`config.mk`:
```
export PLATFORM = sky130hd
export DESIGN_NAME = rdh_rx_desc
export DESIGN_NICKNAME = d
export VERILOG_FILES = /design/src/verilog/rdh_pkg.sv /design/src/verilog/rdh_rx_desc.sv
export SDC_FILE = /design/constraint.sdc
export NUM_CORES = 1
export LEC_CHECK = 0
export BUFFER_PORTS_ARGS = -buffer_cell sky130_fd_sc_hd__buf_2
export CAP_MARGIN = 20
export CORE_UTILIZATION = 54
export DETAILED_ROUTE_END_ITERATION = 12
export GPL_TIMING_DRIVEN = 1
export PLACE_DENSITY = 0.82
export SETUP_SLACK_MARGIN = 0.05
export SLEW_MARGIN = 20
export SYNTH_ARGS = -nofsm -noshare
export SYNTH_HDL_FRONTEND = slang
export SYNTH_SLANG_ARGS = --single-unit
export TNS_END_PERCENT = 30
```
`constraint.sdc`:
```
create_clock -name clk -period 8.5 [get_ports clk]
set_input_delay 1.275 -clock clk [delete_from_list [all_inputs] [get_ports clk]]
set_output_delay 1.275 -clock clk [all_outputs]
set_load 0.01 [all_outputs]
```
`src/verilog/rdh_pkg.sv`:
```
// constants, carriers and states for the receive descriptor engine
// assumes a 16-bit shared memory port and an APB register port
package rdh_pkg;

  // apb register offsets (byte addresses)
  localparam logic [11:0] RDH_CTRL_OFF = 12'h000;
  localparam logic [11:0] RDH_BASE_OFF = 12'h004;
  localparam logic [11:0] RDH_STAT_OFF = 12'h008;
  localparam logic [11:0] RDH_FRAMES_OFF = 12'h00C;
  localparam logic [11:0] RDH_DROPS_OFF = 12'h010;

  // control register fields and reset values
  localparam int RDH_CTRL_EN_BIT = 0;
  localparam int RDH_CTRL_JAPAN_BIT = 1;
  localparam int RDH_CTRL_RX_RING_LENGTH_CODE_LSB = 4;
  localparam logic [2:0] RDH_RX_RING_LENGTH_CODE_RST = 3'h0;
  localparam logic [23:0] RDH_BASE_RST = 24'h000000;

  // status register fields
  localparam int RDH_STAT_BUSY_BIT = 8;
  localparam int RDH_STAT_STARVED_BIT = 9;

  // descriptor layout: four 16-bit words, eight bytes
  localparam logic [1:0] RDH_W0 = 2'h0;
  localparam logic [1:0] RDH_W1 = 2'h1;
  localparam logic [1:0] RDH_W2 = 2'h2;
  localparam logic [1:0] RDH_W3 = 2'h3;
  localparam int RDH_OWN_BIT = 15;
  localparam int RDH_SEL_BIT = 14;
  localparam int RDH_START_BIT = 13;
  localparam int RDH_END_BIT = 12;
  localparam int RDH_PRIO_LSB = 10;
  localparam logic [6:0] RDH_IDX_ALL = 7'h7F;
  localparam logic [23:0] RDH_WORD_STEP = 24'h000002;

  // memory request carrier
  typedef struct packed {
    logic req;
    logic we;
    logic [23:0] addr;
    logic [15:0] wdata;
  } rdh_mem_cmd_s;

  // received byte stream carrier
  typedef struct packed {
    logic valid;
    logic [7:0] data;
    logic last;
    logic bad;
    logic [1:0] prio;
  } rdh_rx_s;

  typedef enum logic [3:0] {
    S_IDLE, S_RD0, S_RD1, S_RD2, S_FILL, S_WR_BUF, S_WB_RD0, S_WB_WR3, S_WB_WR0, S_DROP
  } rdh_state_e;

endpackage

```
`src/verilog/rdh_rx_desc.sv`:
```
// receive descriptor engine: fills host buffers from a byte stream
// assumes apb master on clk, shared memory answering with mem_ack
//
// Descriptor rules for host and engine
// RULE_01: word0 bit 15 set means the engine owns the descriptor.
// RULE_02: ownership cleared only after filling, and only for a good frame.
// RULE_03: host sets ownership back once it has emptied the buffer.
// RULE_04: after giving a descriptor away, no party touches its words.
// RULE_05: engine ignores word0 bit 14, the host or processor select.
// RULE_06: start flag, bit 13, set in the first buffer of a frame.
// RULE_07: end flag, bit 12, set in the last buffer of a frame.
// RULE_08: one-buffer frame gets both flags and no further chaining.
// RULE_09: in standard mode host writes zeroes into word0 bits 11 to 8.
// RULE_10: in japan mode engine writes priority bits into word0 bits 11:10.
// RULE_11: word0 bits 7:0 are high address bits, never altered by engine.
// RULE_12: word1 holds low address bits, word aligned, never altered.
// RULE_13: word2 holds two's complement buffer length, never altered.
// RULE_14: host programs only even buffer lengths.
// RULE_15: word3 gets two's complement frame length, valid with end flag.
// RULE_16: buffer without end flag has been completely filled.
// RULE_17: each descriptor is four consecutive 16-bit words in the ring.
// RULE_18: ring holds two to the power of the 3-bit length code entries.
// RULE_19: japan mode enable bit selects the priority reporting mode.
// RULE_20: descriptors used in ring order with wrap, only when owned.
`timescale 1ns/1ps
module rdh_rx_desc
  import rdh_pkg::*;
(
  input wire logic clk,
  input wire logic reset,
  input wire logic psel,
  input wire logic penable,
  input wire logic pwrite,
  input wire logic [11:0] paddr,
  input wire logic [31:0] pwdata,
  output logic [31:0] prdata,
  output logic pready,
  output logic pslverr,
  input wire rdh_rx_s rx_in,
  output logic rx_ready,
  output rdh_mem_cmd_s mem_cmd,
  input wire logic mem_ack,
  input wire logic [15:0] mem_rdata
);

  rdh_state_e state_ff, nxt_state;
  logic en_ff, japan_mode_enable_ff;
  logic [2:0] rx_ring_length_code_ff;
  logic [23:0] base_ff;
  logic [31:0] prdata_ff, nxt_prdata;
  logic pready_ff, pslverr_ff, nxt_pslverr;
  logic [6:0] idx_ff, nxt_idx, first_ff, nxt_first, wb_idx_ff, nxt_wb_idx;
  logic [15:0] w0_ff, nxt_w0;
  logic [23:0] buf_ptr_ff, nxt_buf_ptr;
  logic [15:0] len_ff, nxt_len, buf_cnt_ff, nxt_buf_cnt, msg_cnt_ff, nxt_msg_cnt;
  logic [15:0] word_ff, nxt_word;
  logic in_frame_ff, nxt_in_frame, end_ff, nxt_end, starved_ff, nxt_starved;
  logic [1:0] prio_ff, nxt_prio;
  logic rx_ready_ff, nxt_rx_ready;
  rdh_mem_cmd_s mem_ff, nxt_mem;
  logic [15:0] frames_ff, nxt_frames, drops_ff, nxt_drops;

  // apb decode
  wire apb_setup = psel & ~penable & ~pready_ff;
  wire apb_write = psel & penable & pwrite & pready_ff;
  wire hit_ctrl = (paddr == RDH_CTRL_OFF);
  wire hit_base = (paddr == RDH_BASE_OFF);
  wire hit_stat = (paddr == RDH_STAT_OFF);
  wire hit_frames = (paddr == RDH_FRAMES_OFF);
  wire hit_drops = (paddr == RDH_DROPS_OFF);
  wire hit_any = hit_ctrl | hit_base | hit_stat | hit_frames | hit_drops;

  // ring geometry
  // RULE_18 ring size mask
  wire [6:0] ring_mask = RDH_IDX_ALL >> (3'h7 - rx_ring_length_code_ff);
  wire [6:0] idx_next = (idx_ff + 7'h01) & ring_mask;
  wire [6:0] wb_next = (wb_idx_ff + 7'h01) & ring_mask;
  wire [6:0] cur_desc = (state_ff inside {S_WB_RD0, S_WB_WR3, S_WB_WR0}) ? wb_idx_ff : idx_ff;
  // RULE_17 four words per entry
  wire [23:0] desc_base = base_ff + {14'h0000, cur_desc, 3'h0};

  wire take = rx_in.valid & rx_ready_ff;
  wire mem_done = mem_ff.req & mem_ack;
  wire wb_is_last = (wb_idx_ff == idx_ff);
  wire [15:0] neg_msg = 16'h0000 - msg_cnt_ff;

  // RULE_05 select bit passed through untouched
  // RULE_10 priority reported in japan mode
  // RULE_19 mode chosen by enable bit
  wire [1:0] prio_field = japan_mode_enable_ff ? prio_ff : w0_ff[11:10];
  // RULE_02 ownership returned
  // RULE_06 start flag on first buffer
  // RULE_07 end flag on last buffer
  // RULE_08 single buffer gets both
  // RULE_11 high address bits kept
  wire [15:0] w0_new = {1'b0, w0_ff[RDH_SEL_BIT], wb_idx_ff == first_ff, wb_is_last, prio_field, w0_ff[9:0]};

  wire [31:0] stat_word = {22'h000000, starved_ff, state_ff != S_IDLE, 1'b0, idx_ff};
  wire [31:0] ctrl_word = {25'h0000000, rx_ring_length_code_ff, 2'h0, japan_mode_enable_ff, en_ff};

  always_comb begin
    nxt_prdata = 32'h00000000;
    nxt_pslverr = 1'b0;
    if (apb_setup) begin
      nxt_pslverr = ~hit_any;
      if (!pwrite) begin
        nxt_prdata = hit_ctrl ? ctrl_word :
                     hit_base ? {8'h00, base_ff} :
                     hit_stat ? stat_word :
                     hit_frames ? {16'h0000, frames_ff} :
                     hit_drops ? {16'h0000, drops_ff} : 32'h00000000;
      end
    end
  end

  always_comb begin
    nxt_state = state_ff;
    nxt_idx = idx_ff;
    nxt_first = first_ff;
    nxt_wb_idx = wb_idx_ff;
    nxt_w0 = w0_ff;
    nxt_buf_ptr = buf_ptr_ff;
    nxt_len = len_ff;
    nxt_buf_cnt = buf_cnt_ff;
    nxt_msg_cnt = msg_cnt_ff;
    nxt_word = word_ff;
    nxt_in_frame = in_frame_ff;
    nxt_end = end_ff;
    nxt_starved = starved_ff;
    nxt_prio = prio_ff;
    nxt_mem = mem_ff;
    nxt_frames = frames_ff;
    nxt_drops = drops_ff;
    case (state_ff)
      S_IDLE: begin
        if (en_ff) begin
          nxt_state = S_RD0;
        end
      end
      S_RD0: begin
        if (!mem_ff.req) begin
          nxt_mem = '{req: 1'b1, we: 1'b0, addr: desc_base, wdata: 16'h0000};
        end else if (mem_ack) begin
          nxt_mem.req = 1'b0;
          // RULE_01 owner check
          // RULE_20 never use a foreign entry
          if (mem_rdata[RDH_OWN_BIT]) begin
            nxt_starved = 1'b0;
            nxt_buf_ptr[23:16] = mem_rdata[7:0];
            nxt_state = S_RD1;
          end else begin
            nxt_starved = 1'b1;
            if (in_frame_ff) begin
              nxt_idx = first_ff;
              nxt_in_frame = 1'b0;
              nxt_drops = drops_ff + 16'h0001;
              nxt_state = S_DROP;
            end else begin
              nxt_state = S_IDLE;
            end
          end
        end
      end
      S_RD1: begin
        if (!mem_ff.req) begin
          nxt_mem = '{req: 1'b1, we: 1'b0, addr: desc_base + RDH_WORD_STEP, wdata: 16'h0000};
        end else if (mem_ack) begin
          nxt_mem.req = 1'b0;
          // RULE_12 word aligned buffer
          nxt_buf_ptr[15:0] = {mem_rdata[15:1], 1'b0};
          nxt_state = S_RD2;
        end
      end
      S_RD2: begin
        if (!mem_ff.req) begin
          nxt_mem = '{req: 1'b1, we: 1'b0, addr: desc_base + {RDH_WORD_STEP[22:0], 1'b0}, wdata: 16'h0000};
        end else if (mem_ack) begin
          nxt_mem.req = 1'b0;
          // RULE_13 length read, never written
          nxt_len = 16'h0000 - mem_rdata;
          nxt_buf_cnt = 16'h0000;
          nxt_state = S_FILL;
        end
      end
      S_FILL: begin
        if (take) begin
          nxt_prio = rx_in.prio;
          nxt_buf_cnt = buf_cnt_ff + 16'h0001;
          nxt_msg_cnt = msg_cnt_ff + 16'h0001;
          if (rx_in.last && rx_in.bad) begin
            // RULE_02 bad frame keeps ownership
            nxt_idx = first_ff;
            nxt_in_frame = 1'b0;
            nxt_msg_cnt = 16'h0000;
            nxt_drops = drops_ff + 16'h0001;
            nxt_state = S_IDLE;
          end else if (!buf_cnt_ff[0]) begin
            nxt_word = {rx_in.data, 8'h00};
            nxt_end = rx_in.last;
            nxt_state = rx_in.last ? S_WR_BUF : S_FILL;
          end else begin
            nxt_word = {word_ff[15:8], rx_in.data};
            nxt_end = rx_in.last;
            nxt_state = S_WR_BUF;
          end
        end
      end
      S_WR_BUF: begin
        if (!mem_ff.req) begin
          nxt_mem = '{req: 1'b1, we: 1'b1, addr: buf_ptr_ff, wdata: word_ff};
        end else if (mem_ack) begin
          nxt_mem.req = 1'b0;
          nxt_buf_ptr = buf_ptr_ff + RDH_WORD_STEP;
          if (end_ff) begin
            nxt_wb_idx = first_ff;
            nxt_state = S_WB_RD0;
          end else if (buf_cnt_ff == len_ff) begin
            // RULE_16 chain only from a full buffer
            // RULE_14 even lengths keep words whole
            nxt_idx = idx_next;
            nxt_in_frame = 1'b1;
            nxt_state = S_RD0;
          end else begin
            nxt_state = S_FILL;
          end
        end
      end
      S_WB_RD0: begin
        if (!mem_ff.req) begin
          nxt_mem = '{req: 1'b1, we: 1'b0, addr: desc_base, wdata: 16'h0000};
        end else if (mem_ack) begin
          nxt_mem.req = 1'b0;
          nxt_w0 = mem_rdata;
          // RULE_04 length word before ownership word
          nxt_state = wb_is_last ? S_WB_WR3 : S_WB_WR0;
        end
      end
      S_WB_WR3: begin
        if (!mem_ff.req) begin
          // RULE_15 negated frame length
          nxt_mem = '{req: 1'b1, we: 1'b1, addr: desc_base + {21'h000000, RDH_W3, 1'b0}, wdata: neg_msg};
        end else if (mem_ack) begin
          nxt_mem.req = 1'b0;
          nxt_state = S_WB_WR0;
        end
      end
      S_WB_WR0: begin
        if (!mem_ff.req) begin
          nxt_mem = '{req: 1'b1, we: 1'b1, addr: desc_base, wdata: w0_new};
        end else if (mem_ack) begin
          nxt_mem.req = 1'b0;
          if (wb_is_last) begin
            // RULE_20 ring order with wrap
            nxt_idx = idx_next;
            nxt_first = idx_next;
            nxt_in_frame = 1'b0;
            nxt_end = 1'b0;
            nxt_msg_cnt = 16'h0000;
            nxt_frames = frames_ff + 16'h0001;
            nxt_state = S_IDLE;
          end else begin
            nxt_wb_idx = wb_next;
            nxt_state = S_WB_RD0;
          end
        end
      end
      S_DROP: begin
        if (take && rx_in.last) begin
          nxt_msg_cnt = 16'h0000;
          nxt_state = S_IDLE;
        end
      end
      default: begin
        nxt_state = S_IDLE;
      end
    endcase
    nxt_rx_ready = (nxt_state == S_FILL || nxt_state == S_DROP) && !take;
  end

  always_ff @(posedge clk or posedge reset) begin
    if (reset) begin
      en_ff <= 1'b0;
      japan_mode_enable_ff <= 1'b0;
      rx_ring_length_code_ff <= RDH_RX_RING_LENGTH_CODE_RST;
      base_ff <= RDH_BASE_RST;
      prdata_ff <= 32'h00000000;
      pready_ff <= 1'b0;
      pslverr_ff <= 1'b0;
    end else begin
      pready_ff <= apb_setup;
      prdata_ff <= nxt_prdata;
      pslverr_ff <= nxt_pslverr;
      if (apb_write && hit_ctrl) begin
        en_ff <= pwdata[RDH_CTRL_EN_BIT];
        japan_mode_enable_ff <= pwdata[RDH_CTRL_JAPAN_BIT];
        rx_ring_length_code_ff <= pwdata[RDH_CTRL_RX_RING_LENGTH_CODE_LSB +: 3];
      end
      if (apb_write && hit_base) begin
        base_ff <= {pwdata[23:1], 1'b0};
      end
    end
  end

  always_ff @(posedge clk or posedge reset) begin
    if (reset) begin
      state_ff <= S_IDLE;
      idx_ff <= 7'h00;
      first_ff <= 7'h00;
      wb_idx_ff <= 7'h00;
      w0_ff <= 16'h0000;
      buf_ptr_ff <= 24'h000000;
      len_ff <= 16'h0000;
      buf_cnt_ff <= 16'h0000;
      msg_cnt_ff <= 16'h0000;
      word_ff <= 16'h0000;
      in_frame_ff <= 1'b0;
      end_ff <= 1'b0;
      starved_ff <= 1'b0;
      prio_ff <= 2'h0;
      rx_ready_ff <= 1'b0;
      mem_ff <= '0;
      frames_ff <= 16'h0000;
      drops_ff <= 16'h0000;
    end else begin
      state_ff <= nxt_state;
      idx_ff <= nxt_idx;
      first_ff <= nxt_first;
      wb_idx_ff <= nxt_wb_idx;
      w0_ff <= nxt_w0;
      buf_ptr_ff <= nxt_buf_ptr;
      len_ff <= nxt_len;
      buf_cnt_ff <= nxt_buf_cnt;
      msg_cnt_ff <= nxt_msg_cnt;
      word_ff <= nxt_word;
      in_frame_ff <= nxt_in_frame;
      end_ff <= nxt_end;
      starved_ff <= nxt_starved;
      prio_ff <= nxt_prio;
      rx_ready_ff <= nxt_rx_ready;
      mem_ff <= nxt_mem;
      frames_ff <= nxt_frames;
      drops_ff <= nxt_drops;
    end
  end

  assign prdata = prdata_ff;
  assign pready = pready_ff;
  assign pslverr = pslverr_ff;
  assign rx_ready = rx_ready_ff;
  assign mem_cmd = mem_ff;

  // checks
  wire wr0_out = mem_ff.req && state_ff == S_WB_WR0;

  a_own_bit_clear: assert property (@(posedge clk) disable iff (reset) // RULE_02
    wr0_out |-> !mem_ff.wdata[RDH_OWN_BIT] && mem_ff.we)
    else $error("ownership write does not clear the owner bit");

  a_unowned_skip: assert property (@(posedge clk) disable iff (reset) // RULE_20
    (state_ff == S_RD0 && mem_done && !mem_rdata[RDH_OWN_BIT]) |=> state_ff != S_RD1)
    else $error("unowned descriptor was used");

  a_start_flag_set: assert property (@(posedge clk) disable iff (reset) // RULE_06
    wr0_out |-> mem_ff.wdata[RDH_START_BIT] == (wb_idx_ff == first_ff))
    else $error("start flag wrong");

  a_end_flag_set: assert property (@(posedge clk) disable iff (reset) // RULE_07
    wr0_out |-> mem_ff.wdata[RDH_END_BIT] == (wb_idx_ff == idx_ff))
    else $error("end flag wrong");

  a_high_addr_kept: assert property (@(posedge clk) disable iff (reset) // RULE_11
    wr0_out |-> mem_ff.wdata[7:0] == w0_ff[7:0] && mem_ff.wdata[9:8] == w0_ff[9:8])
    else $error("high address bits altered");

  a_select_kept: assert property (@(posedge clk) disable iff (reset) // RULE_05
    wr0_out |-> mem_ff.wdata[RDH_SEL_BIT] == w0_ff[RDH_SEL_BIT])
    else $error("select bit altered");

  a_prio_report: assert property (@(posedge clk) disable iff (reset) // RULE_10
    (wr0_out && japan_mode_enable_ff) |-> mem_ff.wdata[11:10] == prio_ff)
    else $error("priority bits not reported");

  a_msg_len_word: assert property (@(posedge clk) disable iff (reset) // RULE_15
    (mem_ff.req && state_ff == S_WB_WR3) |->
      mem_ff.wdata == neg_msg && mem_ff.addr == desc_base + {21'h000000, RDH_W3, 1'b0})
    else $error("message length word wrong");

  a_no_addr_write: assert property (@(posedge clk) disable iff (reset) // RULE_13
    (mem_ff.req && mem_ff.we && state_ff != S_WR_BUF) |->
      mem_ff.addr == desc_base || mem_ff.addr == desc_base + {21'h000000, RDH_W3, 1'b0})
    else $error("engine wrote an address or length word");

  a_len_before_own: assert property (@(posedge clk) disable iff (reset) // RULE_04
    (state_ff == S_WB_WR3 && mem_done) |=> state_ff == S_WB_WR0)
    else $error("length written after ownership release");

  a_ring_wrap: assert property (@(posedge clk) disable iff (reset) // RULE_18
    (idx_ff & ~ring_mask) == 7'h00 || $changed(rx_ring_length_code_ff))
    else $error("ring index beyond ring length");

  a_apb_answer: assert property (@(posedge clk) disable iff (reset)
    (psel && !penable && !pready) |=> pready ##1 !pready)
    else $error("apb answer timing");

endmodule

```
* Yosys cells after proc, flatten, opt, wreduce, memory -nomap -nowiden
Cells that the tools add are included.
Word-level totals: bits in registers 270
Operators by class: shift operators 1, mux-type cells 112, equality and inequality tests 46, add/subtract/negate cells 14, bitwise logic cells 17, reductions and logical operators 38
Operator list (count):
- 16-bit two-way mux | 20
- 42-bit case mux with 6 select lines | 1
- 41-bit two-way mux | 6
- 24-bit two-way mux | 6
- 7-bit two-way mux | 20
- 16-bit case mux with 2 select lines | 3
- 4-bit two-way mux | 21
- 16-bit by 1-bit adder with 16-bit output, second input constant | 4
- 2-bit != test, second input constant | 28
- 24-bit by 2-bit adder with 24-bit output, second input constant | 2
- 24-bit by 3-bit adder with 24-bit output, second input constant | 2
- 16-bit case mux with 3 select lines | 1
- 4-bit case mux with 10 select lines | 1
- 8-bit two-way mux | 4
- 1-bit by 16-bit subtractor with 16-bit output, first input constant | 2
- 7-bit case mux with 4 select lines | 1
- 24-bit by 10-bit adder with 24-bit output | 1
- 12-bit by 4-bit == test with 1-bit output, second input constant | 2
- 7-bit AND reduction | 3
- 4-bit by 3-bit == test with 1-bit output, second input constant | 5
- 1-bit two-way mux | 20
- 6-bit AND reduction | 3
- 16-bit == test | 1
- 8-bit case mux with 2 select lines | 1
- 34 further kinds | 70

* Logic depth before layout (Yosys ltp)
depth in word-level cells 9, mapped depth 18, gate-level depth less buffers 15

* Worst setup path before layout
OpenSTA, ideal clock, no wires.
kind register to register, from register state_ff[0], to register mem_ff, in the netlist mem_cmd[33], slack 4310 ps, data required time 8376 ps, arrival 4066 ps, path buffers 2, stages on the path, launching flop included 18, cells stage by stage dfrtp_1 > buf_2 > nor2_1 > nand2_1 > clkbuf_1 > nand2_1 > mux2_2 > ha_1 > fa_1 > nand3_2 > a21o_4 > o311a_1 > o311ai_4 > nor4_4 > nand2_1 > xor2_1 > and3_1 > a211o_1
Between the ends: word-level cells in the longest chain between the ends 7, elaborated cells on any way between the ends 28, those cells by class add/sub: 4; eq/ne: 13; mux: 7; reduce/logical: 4
Ends and longest elaborated chain:
- from (decl) | line rdh_rx_desc.sv:46 | rdh_state_e state_ff, nxt_state;
- from (signal assigned) | line rdh_rx_desc.sv:325 | state_ff <= nxt_state;
- 4-bit by 3-bit == test with 1-bit output / 4-bit == test (equally long branches) | line rdh_rx_desc.sv:78, rdh_rx_desc.sv:134
- 3-bit nonzero test | line rdh_rx_desc.sv:78 | wire [6:0] cur_desc = (state_ff inside {S_WB_RD0, S_WB_WR3, S_WB_WR0}) ? wb_idx_ff : idx_ff;
- 7-bit two-way mux | line rdh_rx_desc.sv:78
- 24-bit by 10-bit adder with 24-bit output | line rdh_rx_desc.sv:80 | wire [23:0] desc_base = base_ff + {14'h0000, cur_desc, 3'h0};
- 24-bit by 3-bit adder with 24-bit output, or another cell as far along | line rdh_rx_desc.sv:241 | nxt_mem = '{req: 1'b1, we: 1'b1, addr: desc_base + {21'h000000, RDH_W3, 1'b0}, wdata: neg_msg};
- 41-bit two-way mux, on equally long branches | line rdh_rx_desc.sv:239, rdh_rx_desc.sv:165, rdh_rx_desc.sv:175
- 42-bit case mux with 6 select lines | line rdh_rx_desc.sv:134 | case (state_ff)
- to (signal assigned) | line rdh_rx_desc.sv:340 | mem_ff <= nxt_mem;
- to (decl) | line rdh_rx_desc.sv:60 | rdh_mem_cmd_s mem_ff, nxt_mem;
Parallel ways exist; a longest one is shown, timed or not. The select of a mux whose other input is x is not followed. A chain may end at the register's enable or synchronous reset.

* Worst setup path in the final report
from register state_ff[0], to register mem_ff, in the netlist mem_cmd[36]
The elaborated chain is that of the path after synthesis.

==> key figures <==
Logic synthesis
  – Prevailing post-synth register cell: dfrtp_1
  – Synth Register Bits: 258
  – Async set-reset flop share out of synthesis: 1.00
  – Post-synthesis sequential area ratio: 0.433
  – Post-synth design cell area: 14900 sq um
  – Yosys warning count: 0
  – Post-synth cell types: 86
  – Cells after Synth: 1626
  – Post-synth EDFFs: 0
  – Mean Syn Cell Area: 9.18 sq um

Timing
  – Max Clock Freq: 0.179 GHz
  – Setup WS post-layout: 2.90 ns
  – Final Max Tran Viols: 0
  – Worst-margin pin slew: 1.04 ns
  – Final Hold Violating Endpoints: 0
  – Relative slew margins: 0.299
  – Final setup TNS: 0 ns
  – Period utilization: 0.659
  – Worst hold slack: 0.475 ns
  – RSZ-0062 raised after global routing: no
  – # setup viols final: 0
  – Fin crit period: 5.60 ns
  – Worst Skew: 0.0287 ns

Floorplanning
  – Core Box Area: 27000 sq um
  – Top-level port count: 156
  – Standard-cell rows: 60
  – Starting density of the core: 0.552
  – Die area: 28300 sq um
  – Die X: 168 microns
  – Die height: 168 microns

Pwr
  – P_int: 2.70 mW
  – Power share of the clock group: 0.355
  – Power per standard cell area: 239 nW/um^2
  – NetSw: 1.33 mW
  – Sequential share of power: 0.419
  – Sw Share: 0.331
  – Combinational Power Share: 0.226
  – Max rail drop VDD: 0.143 mV
  – Cell leakage power: 7.65 nW

Placed design
  – HPWL Detailed: 29000 microns
  – Pre-CTS setup slack: 3.03 ns
  – DP Area: 15800 sq um
  – Routability congestion estimate: 0.923
  – Port Buffers: 138

Clock tree
  – Clock insertion delay at the later pin of the skew report: 0.57 ns
  – H-tree depth: 1
  – Num CTS Buffers: 28
  – Cts hold-fix bufs: 0
  – Root Driver: clkbuf_16
  – Clock Tree Buf Depth: 3
  – Clk sink count: 258
  – CTS tree: yes
  – CTS clk-pin slew, worst paths: 0.07 ns
  – Post_cts resized: 0
  – Setup Buffers After CTS: 0

Drt
  – Post-route ant nets: 0
  – Via count: 13200
  – Initial DRC Count: 1322
  – Drt drc: 0
  – WL/cell: 19.6 microns
  – Drt first pass iters: 7
  – Vias per Instance: 6.33
  – DRT Wirelength: 40700 microns

Setup path
  – CP Max Fanout: 20
  – Reg-to-Reg End: mem_cmd[36]
  – Worst R2R Start: state_ff[0]
  – Crit path from: state_ff[0]
  – Critical path endpoint: mem_cmd[36]
  – CP Capture Type: register
  – Critical path arrival: 6.03 ns
  – R2R cell count: 15
  – R2R Setup Slk: 2.90 ns
  – Startpoint types: register
  – CP required: 8.93 ns
  – WS Path Type: register to register

Global routing
  – Largest net degree at the start of global routing: 121
  – Initial antenna violation count: 0
  – Global-route wire length before repair: 65700 microns
  – Vias in the first global route: 12700
  – Total Routing Usage GR: 0.289
  – Gr ovfl total: 0

Final layout
  – Antenna diodes: 0
  – Cell area after layout: 16900 sq um
  – Final design utilization: 0.624
  – Nets: 1821
  – Layout cell share with drive strength beyond 1: 0.175
  – FILL cells: 2169
  – Area Growth Syn to Fin: 13.1%

Min path
  – Min-delay worst type: register to register
  – Hold Startpoint: mem_cmd[7]

Run
  – # Max-Cap Violations: 0

Status
  – Status: completed
[synth_stat cells (9+ instances only)]
master      n  area [sq um]
ha_1       20           250
o31ai_1    10          75.1
clkbuf_1   69           259
nand2b_1   12          75.1
a222oi_1   16           160
nor4_1     17           106
nand4_1    22           138
dfrtp_1   258          6460
o21a_1      9          67.6
o21ai_0   132           661
o211ai_1   10          75.1
o22ai_1    12          75.1
nand2_1   217           815
a21oi_1    80           400
xor2_1     91           797
a221oi_1   21           184
a31oi_1    15          93.8
and3_1     37           231
nand3_1    61           305
nor2_1    140           526
xnor2_1    76           666
inv_1      21          78.8
buf_4      14           105
mux2_2     59           664
or3_1       9          56.3
nor3_1     44           220
[how the worst min path moves through the flow]
stage	to	slack (ns)	cells past startpoint
5_1_grt	frames_ff[15]	0.49	1
3_5_place_dp	frames_ff[15]	0.47	1
6_report	mem_cmd[7]	0.47	2
2_1_floorplan	frames_ff[15]	0.44	1
3_3_place_gp	frames_ff[15]	0.45	1
4_1_cts	frames_ff[15]	0.47	1
[cells by family after synthesis]
family | after synthesis | share of synthesized area
xor+xnor | 170 | 0.101
other cells | 1 | 0.000251
fa+ha+maj | 22 | 0.0195
compound gates | 377 | 0.164
buf+inv | 117 | 0.0340
mux | 63 | 0.0472
flops | 258 | 0.433
simple gates | 618 | 0.201
[power groups by stage]
stage          logic, mW  clock network, mW  registers [mW]
6_report           0.911               1.43            1.69
5_1_grt             1.00               1.49            1.71
4_1_cts            0.902               1.43            1.68
3_5_place_dp       0.895                  0            1.69
3_3_place_gp       0.862                  0            1.68
2_1_floorplan      0.631                  0            1.62
[registers in the layout, indices dropped and copies added (netlist names), 2 cells and up]
name and count:
mem_cmd 41, prdata 24, base_ff 23, buf_ptr_ff 23
buf_cnt_ff 16, drops_ff 16, frames_ff 16, len_ff 16
msg_cnt_ff 16, word_ff 16, w0_ff 13, first_ff 7
idx_ff 7, wb_idx_ff 7, state_ff 4, rx_ring_length_code_ff 3
prio_ff 2
[layout make-up]
type / count / area [sq um] / share of cell area
Tap cell: 341 / 427 / 0.0253
Clock buffer: 35 / 777 / 0.0460
Multi-Input combinational cell: 1259 / 8020 / 0.475
Timing Repair Buffer: 152 / 800 / 0.0474
Clock inverter: 17 / 308 / 0.0182
Inverter: 21 / 86.3 / 0.00512
Sequential cell: 258 / 6460 / 0.383
[placed cells by master (no fill, tap or decap), drive strengths merged, types with 12 or more instances in the layout]
master / n
a21oi: 83
a221oi: 21
a222oi: 16
a31oi: 15
and3: 38
buf: 152
clkbuf: 35
dfrtp: 258
ha: 20
inv: 22
mux2: 59
nand2: 217
nand2b: 12
nand3: 62
nand4: 22
nor2: 143
nor3: 50
nor4: 22
o21ai: 136
o22ai: 12
xnor2: 78
xor2: 92
[critical path: stages (launching register included)]
cell      delay [ns]
dfrtp_1         0.61
nor2_1          0.39
nand2_1         0.52
nand2_1         0.45
mux2_2          0.38
ha_1            0.25
fa_1            0.46
nand3_2         0.16
a21o_4          0.18
o311a_1         0.31
o311ai_4        0.26
nor4_2          0.73
nand3_1         0.20
xor2_1          0.19
a221oi_1        0.29
nor2_1          0.10
[metal layers]
layer  GRT usage  up-vias  part of all wire
met5           0        -                 0
met4       0.113        0             0.036
met3      0.0423      114             0.080
met2       0.472      627              0.47
met1       0.388     6465              0.42
li1            -     5981                 -
[per-stage QoR]
stage                     power, mW  std cells
after floorplan                2.26       1634
after global placement         2.55       2030
after detailed placement       2.59       2031
after CTS                      4.01       2083
after global routing           4.20       2083
final                          4.03       2083
Note: power is estimated with default switching activity, not from simulation.
